===== src/core/fss_map.vh =====
// constants for the frequency sweep sequencer
`ifndef FSS_MAP_VH
`define FSS_MAP_VH
`define FSS_FREQ_W 24
`define FSS_CNT_W 12
`define FSS_INT_W 11
`define FSS_MODE_BIT 7
`define FSS_MODE_CONT 1'b0
`define FSS_MODE_BURST 1'b1
`define FSS_SHAPE_SAW 1'b0
`define FSS_SHAPE_TRI 1'b1
`define FSS_BASE_CLK 1'b0
`define FSS_BASE_WAVE 1'b1
`define FSS_FREQ_RST 24'h000000
`define FSS_CNT_RST 12'h000
`endif


===== src/core/fss_sweep.v =====
// frequency sweep sequencer: profile stepping, shape and output gating
//
// Notes on behaviour
// - sweep runs from start frequency up to start plus count times step
// - step interval is timed internally or paced by trigger pin
// - internal interval counts clock periods or output waveform cycles
// - in internal pacing one trigger pulse runs whole sweep unattended
// - external pacing: each later trigger rise advances one step
// - trigger-controlled burst: waveform while pin high, midscale while low
// - two shapes only: sawtooth or triangular
// - sawtooth steps up to end then jumps back to start
// - sawtooth cycle lasts count plus one intervals
// - triangular steps up to end then down to start, repeating
// - continuous mode holds each frequency full interval, phase unbroken
// - mode bit 7 low selects continuous output
// - mode bit high: burst for set time, then midscale, zero phase
// - trigger rise sampled by clock initialises and starts sweep
// - abort rise sampled by clock resets sweep, output midscale
//
// limitations
// - internal interval spans step_interval ticks plus one restart cycle
// - step_interval of zero acts as one tick
// - burst length counts the same ticks as the interval, so a wave-cycle
//   base gives a burst in waveform cycles, not clock periods
// - a triangle with a step count of zero behaves as a sawtooth
// - abort and a control write take priority over a start in the same cycle
// - trigger rises during an internally paced sweep are ignored
// - frequency arithmetic wraps at the word width; profiles that pass the
//   top of the range are the host's to avoid
`timescale 1ns/1ps
`include "fss_map.vh"
module fss_sweep (
  input wire clock,
  input wire rst,
  input wire trigger_pin,
  input wire abort_pin,
  input wire config_load,
  input wire [`FSS_FREQ_W-1:0] start_freq,
  input wire [`FSS_FREQ_W-1:0] step_size,
  input wire [`FSS_CNT_W-1:0] step_count,
  input wire [`FSS_INT_W-1:0] step_interval,
  input wire [`FSS_INT_W-1:0] burst_len,
  input wire interval_base,
  input wire ext_pacing,
  input wire shape_tri,
  input wire [11:0] control_bits,
  input wire pin_burst,
  input wire wave_tick,
  output reg [`FSS_FREQ_W-1:0] freq_word,
  output reg wave_enable,
  output reg phase_clear,
  output reg sweep_active,
  output reg step_pulse,
  output reg sweep_end
);
  localparam ST_IDLE = 2'b00;
  localparam ST_UP = 2'b01;
  localparam ST_DOWN = 2'b10;

  wire trig_lvl;
  wire trig_rise;
  wire abort_rise;
  wire output_mode_select;
  wire int_done;
  wire [`FSS_INT_W-1:0] int_count;
  reg advance;
  wire at_end;
  wire at_start;
  wire kill;
  reg [1:0] state_q;
  reg [1:0] state_d;
  reg [`FSS_CNT_W-1:0] step_cnt_q;
  reg [`FSS_CNT_W-1:0] step_cnt_d;
  reg [`FSS_FREQ_W-1:0] freq_d;
  reg restart_q;
  reg restart_d;
  reg step_pulse_d;
  reg sweep_end_d;
  reg active_d;
  reg wave_en_d;
  reg phase_clr_d;

  // frequency add or subtract, used for both directions
  function [`FSS_FREQ_W-1:0] fss_step;
    input [`FSS_FREQ_W-1:0] f;
    input [`FSS_FREQ_W-1:0] d;
    input down;
    begin
      if (down) begin
        fss_step = f - d;
      end else begin
        fss_step = f + d;
      end
    end
  endfunction

  // step counter compare, used for both sweep ends
  function fss_cnt_is;
    input [`FSS_CNT_W-1:0] cnt;
    input [`FSS_CNT_W-1:0] ref_cnt;
    begin
      fss_cnt_is = (cnt == ref_cnt);
    end
  endfunction

  // in the burst window while the interval count is below the burst length
  function fss_in_burst;
    input [`FSS_INT_W-1:0] cnt;
    input [`FSS_INT_W-1:0] len;
    begin
      fss_in_burst = (cnt < len);
    end
  endfunction

  fss_pin_sync u_trig (
    .clock(clock),
    .rst(rst),
    .pin(trigger_pin),
    .level(trig_lvl),
    .rise(trig_rise)
  );

  fss_pin_sync u_abort (
    .clock(clock),
    .rst(rst),
    .pin(abort_pin),
    .level(),
    .rise(abort_rise)
  );

  // interval timer restarts at every step and at sweep start
  fss_interval u_int (
    .clock(clock),
    .rst(rst),
    .restart(restart_q),
    .base_sel(interval_base),
    .wave_tick(wave_tick),
    .len(step_interval),
    .done(int_done),
    .count(int_count)
  );

  assign output_mode_select = control_bits[`FSS_MODE_BIT];
  // abort and a control write act alike
  assign kill = abort_rise || config_load;
  // pacing source: internal timer or trigger rise, never both
  always @* begin
    advance = 1'b0;
    if (state_q != ST_IDLE) begin
      if (ext_pacing) begin
        // host spacing between rises sets the interval
        advance = trig_rise;
      end else begin
        // one start pulse, then the timer runs the sweep alone
        advance = int_done;
      end
    end
  end
  assign at_end = fss_cnt_is(step_cnt_q, step_count);
  assign at_start = fss_cnt_is(step_cnt_q, `FSS_CNT_RST);

  // sweep state and step counter
  always @* begin
    state_d = state_q;
    step_cnt_d = step_cnt_q;
    freq_d = freq_word;
    if (kill) begin
      state_d = ST_IDLE;
      step_cnt_d = `FSS_CNT_RST;
      freq_d = start_freq;
    end else begin
      case (state_q)
        ST_IDLE: begin
          if (trig_rise) begin
            state_d = ST_UP;
            step_cnt_d = `FSS_CNT_RST;
            freq_d = start_freq;
          end
        end
        ST_UP: begin
          if (advance) begin
            if (!at_end) begin
              step_cnt_d = step_cnt_q + 12'h001;
              freq_d = fss_step(freq_word, step_size, 1'b0);
            end else if (shape_tri == `FSS_SHAPE_TRI && step_count != `FSS_CNT_RST) begin
              // end frequency held one interval, then walk down
              state_d = ST_DOWN;
              step_cnt_d = step_cnt_q - 12'h001;
              freq_d = fss_step(freq_word, step_size, 1'b1);
            end else begin
              // wrap straight to start: count+1 intervals per cycle
              step_cnt_d = `FSS_CNT_RST;
              freq_d = start_freq;
            end
          end
        end
        ST_DOWN: begin
          if (advance) begin
            if (at_start) begin
              state_d = ST_UP;
              step_cnt_d = step_cnt_q + 12'h001;
              freq_d = fss_step(freq_word, step_size, 1'b0);
            end else begin
              step_cnt_d = step_cnt_q - 12'h001;
              freq_d = fss_step(freq_word, step_size, 1'b1);
            end
          end
        end
        default: begin
          state_d = ST_IDLE;
        end
      endcase
    end
  end

  // strobes and flags for the next cycle
  always @* begin
    restart_d = 1'b0;
    step_pulse_d = 1'b0;
    sweep_end_d = 1'b0;
    active_d = 1'b0;
    if (kill) begin
      // kill restarts the timer so a later start sees a clean count
      restart_d = 1'b1;
    end else begin
      if (state_q == ST_IDLE && trig_rise) begin
        restart_d = 1'b1;
      end
      if (advance) begin
        restart_d = 1'b1;
        step_pulse_d = 1'b1;
        if (state_q == ST_UP && at_end) begin
          sweep_end_d = 1'b1;
        end
      end
    end
    active_d = (state_d != ST_IDLE);
  end

  // output gating: midscale when idle, burst off-time, or pin low
  always @* begin
    wave_en_d = 1'b0;
    phase_clr_d = 1'b1;
    if (kill || state_d == ST_IDLE) begin
      // midscale and parked phase until the next start
      wave_en_d = 1'b0;
      phase_clr_d = 1'b1;
    end else if (pin_burst) begin
      // pin directly gates waveform
      wave_en_d = trig_lvl;
      phase_clr_d = !trig_lvl;
    end else if (output_mode_select == `FSS_MODE_BURST) begin
      // restart cycle parks the phase so every step opens at zero
      wave_en_d = !restart_q && fss_in_burst(int_count, burst_len);
      phase_clr_d = restart_q || !fss_in_burst(int_count, burst_len);
    end else begin
      // continuous: no phase clear at steps, so phase stays continuous
      wave_en_d = 1'b1;
      phase_clr_d = 1'b0;
    end
  end

  // registered sweep state and frequency word
  always @(posedge clock) begin
    if (rst) begin
      state_q <= ST_IDLE;
      step_cnt_q <= `FSS_CNT_RST;
      freq_word <= `FSS_FREQ_RST;
    end else begin
      state_q <= state_d;
      step_cnt_q <= step_cnt_d;
      freq_word <= freq_d;
    end
  end

  // registered strobes; the timer restart lags a step by one cycle
  always @(posedge clock) begin
    if (rst) begin
      restart_q <= 1'b0;
      step_pulse <= 1'b0;
      sweep_end <= 1'b0;
      sweep_active <= 1'b0;
    end else begin
      restart_q <= restart_d;
      step_pulse <= step_pulse_d;
      sweep_end <= sweep_end_d;
      sweep_active <= active_d;
    end
  end

  // registered outputs; midscale out of reset
  always @(posedge clock) begin
    if (rst) begin
      wave_enable <= 1'b0;
      phase_clear <= 1'b1;
    end else begin
      wave_enable <= wave_en_d;
      phase_clear <= phase_clr_d;
    end
  end
endmodule


===== src/core/fss_pin_sync.v =====
// three-stage pin synchroniser with rising edge detect
`timescale 1ns/1ps
`include "fss_map.vh"
module fss_pin_sync (
  input wire clock,
  input wire rst,
  input wire pin,
  output wire level,
  output wire rise
);
  reg s1_q;
  reg s2_q;
  reg s3_q;
  reg lvl_q;
  // s1 only feeds s2; a change counts once s2 and s3 agree
  always @(posedge clock) begin
    if (rst) begin
      s1_q <= 1'b0;
      s2_q <= 1'b0;
      s3_q <= 1'b0;
      lvl_q <= 1'b0;
    end else begin
      s1_q <= pin;
      s2_q <= s1_q;
      s3_q <= s2_q;
      if (s2_q == s3_q) begin
        lvl_q <= s3_q;
      end
    end
  end
  assign level = lvl_q;
  assign rise = (s2_q == s3_q) && s3_q && !lvl_q;
endmodule


===== src/core/fss_interval.v =====
// interval timer counting clock periods or output waveform cycles
`timescale 1ns/1ps
`include "fss_map.vh"
module fss_interval (
  input wire clock,
  input wire rst,
  input wire restart,
  input wire base_sel,
  input wire wave_tick,
  input wire [`FSS_INT_W-1:0] len,
  output wire done,
  output wire [`FSS_INT_W-1:0] count
);
  reg [`FSS_INT_W-1:0] cnt_q;
  wire tick;
  // wave base counts only on waveform cycle wraps
  assign tick = (base_sel == `FSS_BASE_WAVE) ? wave_tick : 1'b1;
  assign done = tick && (cnt_q + 11'h001 >= len) && !restart;
  assign count = cnt_q;
  always @(posedge clock) begin
    if (rst || restart || done) begin
      cnt_q <= 11'h000;
    end else if (tick) begin
      cnt_q <= cnt_q + 11'h001;
    end
  end
endmodule


===== config.mk =====
export PLATFORM = sky130hd
export DESIGN_NAME = fss_sweep
export DESIGN_NICKNAME = d
export VERILOG_FILES = /design/src/core/fss_sweep.v /design/src/core/fss_pin_sync.v /design/src/core/fss_interval.v
export VERILOG_INCLUDE_DIRS = /design/src /design/src/core
export SDC_FILE = /design/constraint.sdc
export NUM_CORES = 1
export LEC_CHECK = 0
export ABC_AREA = 1
export BUFFER_PORTS_ARGS = -buffer_cell sky130_fd_sc_hd__buf_2
export CORE_UTILIZATION = 35
export DETAILED_ROUTE_END_ITERATION = 8
export PLACE_DENSITY_LB_ADDON = 0.3
export SLEW_MARGIN = 40
export SYNTH_ARGS = -nofsm -noshare
export SYNTH_HDL_FRONTEND = slang
export SYNTH_HIERARCHICAL = 1
export SYNTH_SLANG_ARGS = --single-unit

===== constraint.sdc =====
create_clock -name clock -period 3.1 [get_ports clock]
set_input_delay 0.31 -clock clock [delete_from_list [all_inputs] [get_ports clock]]
set_output_delay 0.31 -clock clock [all_outputs]
set_load 0.005 [all_outputs]

==> reports/metrics.csv <==
stage,metric,value,unit
cells_and_area,highest-count cells in the layout ignoring fill and taps,"nand2_1, inv_1, nor2_1",
clock_network,Root Buffer,clkbuf_16,
cells_and_area,Area growth syn-to-layout,19.9,%
yosys,synthesis-stage register bit count,63,
placement,DP HPWL,23800,um
detailed_routing,Final ANT Viol Nets,0,
timing,Worst-Margin Slew,0.758,ns
global_route,GRT Resource Usage Total,22.9,%
placement,Setup Slack @ Placement,-0.0492,ns
global_route,initial antenna violation count,0,
power_and_ir_drop,leak pwr,5.61,nW
floorplan,die area,25400,sq um
timing,RSZ-0062 raised after global routing,true,
floorplan,Die Span X,160,um
yosys,Synth top area share,22.8,%
timing,Fmax,333,MHz
yosys,Syn Inst Count,1580,
yosys,"EDFF count, synth",0,
yosys,mean area per synthesized cell,5.50,sq um
clock_network,Worst-path clk slew,0.06,ns
power_and_ir_drop,Power Density,291,nW/um^2
cells_and_area,layout cells sized above 1,15.6,%
outcome,status,"complete, no violations",
cells_and_area,Layout Nets,1889,
cells_and_area,fillers,2647,
critical_path,CP Class,reg2reg,
yosys,Synth async-reset ratio,0,%
floorplan,Die Y-Extent,160,um
global_route,GR Overflow Total,0,
critical_path,Worst Path Required,3.38,ns
global_route,pin count of the biggest net entering global routing,30,
timing,final period utilization,96.8,%
run,max-cap violation count,0,
detailed_routing,drc violations,0,
cells_and_area,Reg area,1270,sq um
timing,clk_skew,0.00879,ns
detailed_routing,DR vias/cell,4.90,
yosys,sequential share of the synthesized area,14.5,%
power_and_ir_drop,peak supply drop,0.000237,V
floorplan,initial core utilization,35.7,%
clock_network,H-tree level count,3,
cells_and_area,fin util,42.8,%
timing,setup_tns,0,ns
clock_network,clock tree buffer depth,2,
yosys,post-synth top area cell,nand2_1,
detailed_routing,DR iter-0 viols,742,
min_path,HP Class,in2reg,
floorplan,Rows,57,
timing,"Slew Viols, Final",0,
placement,port buffer count,121,
timing,Final WS setup,0.100,ns
yosys,Post-synth top flop,dfxtp_1,
timing,Slew headroom,49.2,%
critical_path,CP max FO,15,
yosys,synthesized net count,1762,
critical_path,crit path launch type,flip-flop,
yosys,Netlist cell types,45,
placement,gpl congestion,0.951,
global_route,vias in the first global route,9140,
critical_path,Worst EP arrival,3.28,ns
timing,Final min period,3.00,ns
yosys,Synth Cell Area,8680,sq um
global_route,first-pass GRT wire length,46600,um
detailed_routing,via count,9986,
detailed_routing,Avg WL per Cell,14.6,um
cells_and_area,multi-input combinational cell area,6310,sq um
cells_and_area,diode count,0,
clock_network,TritonCTS clock tree,done,
floorplan,Core ar.,24300,sq um
clock_network,CTS Buf Count,9,
yosys,Synth warnings,6,
timing,final setup fails,0,
clock_network,worst skew pair latency,0.34,ns
floorplan,IO Count,133,
clock_network,clock sink count,63,
critical_path,Worst setup EP type,flip-flop,
cells_and_area,"most common cell after layout, fill and taps aside",nand2_1,
timing,final hold vios,0,
detailed_routing,total wire length,29600,um
detailed_routing,1st-pass router iterations,6,
yosys,leading cell types by total area after synthesis,"nand2_1, dfxtp_1, inv_1, ha_1, nor2_1",
-- per-layer routing --
layer / routed length, um / vias to the layer above / global-route usage, %
met5: 0 / - / 0
met4: 1110 / 0 / 8.70
met3: 1720 / 56 / 2.68
met2: 13100 / 369 / 37.4
met1: 13700 / 4406 / 30.6
li1: - / 5155 / -
-- kinds of logic (layout without fill, tap and decap cells) --
group / count (synthesis) / in the layout / synth area share [%]
flip-flops: 63 / 63 / 14.5
AO/OA/AOI/OAI: 181 / 181 / 11.2
multiplexers: 2 / 2 / 0.231
adder cells (fa/ha/maj): 78 / 78 / 11.4
XOR/XNOR: 48 / 48 / 4.84
AND/OR/NAND/NOR: 872 / 872 / 42.4
buffers and inverters: 336 / 468 / 15.4
-- area by class of cell --
| type | instances | area share [%] |
|---|---|---|
| Timing Repair Buffer | 167 | 9.78 |
| Tap cell | 324 | 3.89 |
| Clock buffer | 9 | 2.16 |
| Sequential cell | 63 | 12.2 |
| Clock inverter | 7 | 0.986 |
| Inverter | 285 | 10.3 |
| Multi-Input combinational cell | 1181 | 60.6 |
-- flip-flops by register name (all words and copies together), names as in the netlist --
register,count
sweep_end,1
phase_clear,1
step_cnt_q,12
u_abort/level,1
u_trig/s2_q,1
u_abort/s3_q,1
u_abort/s1_q,1
u_trig/level,1
u_trig/s3_q,1
u_int/count,11
freq_word,24
u_trig/s1_q,1
sweep_active,1
u_abort/s2_q,1
wave_enable,1
step_pulse,1
state_q,2
restart_q,1
-- where the power goes --
| part | internal (W) | total (W) | switching, W |
|---|---|---|---|
| sequential | 0.000843 | 0.000881 | 0.0000384 |
| combinational | 0.000361 | 0.00102 | 0.000654 |
| clock | 0.000714 | 0.00113 | 0.000421 |
| total | 0.00192 | 0.00303 | 0.00111 |
-- worst paths after layout --
kind | from | to | slack, ns | depth (start not counted)
worst min-delay path | abort_pin | u_abort/s1_q | 0.18 | 3
worst min register to register | u_abort/s1_q | u_abort/s2_q | 0.40 | 2
worst max register to register | u_int/count[1] | freq_word[4] | 0.10 | 25
worst max-delay path | u_int/count[1] | freq_word[4] | 0.10 | 25
-- synthesized netlist by cell type (11+ instances only) --
master    number
nand3_1      105
o21ai_0       42
o21ai_1       11
ha_1          76
nor2_1       154
nand2_1      527
buf_2         23
dfxtp_1       63
clkbuf_1      17
nand4_1       39
xor2_1        38
inv_1        279
a21oi_1      106
-- critical path, stage by stage (launching register included) --
cell and delay [ns]:
dfxtp_2 0.36, nand2_1 0.10, nor2_4 0.17, nand2_2 0.11
xor2_2 0.16, inv_1 0.07, ha_1 0.28, nand2_2 0.07
nor2_1 0.12, nand3_1 0.09, nand2_1 0.06, nor2_1 0.03
nand2_1 0.08, nand2_1 0.07, inv_1 0.07, nor2_2 0.04
nor3_2 0.12, inv_1 0.09, o21ai_2 0.07, o21ai_2 0.07
nand2_2 0.09, clkinv_4 0.11, buf_12 0.17, a21oi_1 0.11
nand2_1 0.09, a21oi_2 0.11
-- stage by stage --
stage | instances | power [W] | cell area (sq um) | hold WS (ns)
after floorplan | 1580 | 0.00152 | 8680 | 0.381
after global placement | 2005 | 0.00184 | 9690 | 0.395
after detailed placement | 2005 | 0.00185 | 9690 | 0.396
after CTS | 2024 | 0.00300 | 10000 | 0.174
after global routing | 2036 | 0.00322 | 10400 | 0.184
final | 2036 | 0.00303 | 10400 | 0.178
-- what timing repair did --
item | CTS | global route
cloned | 0 | 3
pin swaps | 1 | 18
setup endpoints to repair | 19 | 42
buffers inserted | 3 | 9
hold buffers | 0 | 0
resized for setup | 2 | 64
Power figures use the tool's default switching activity.
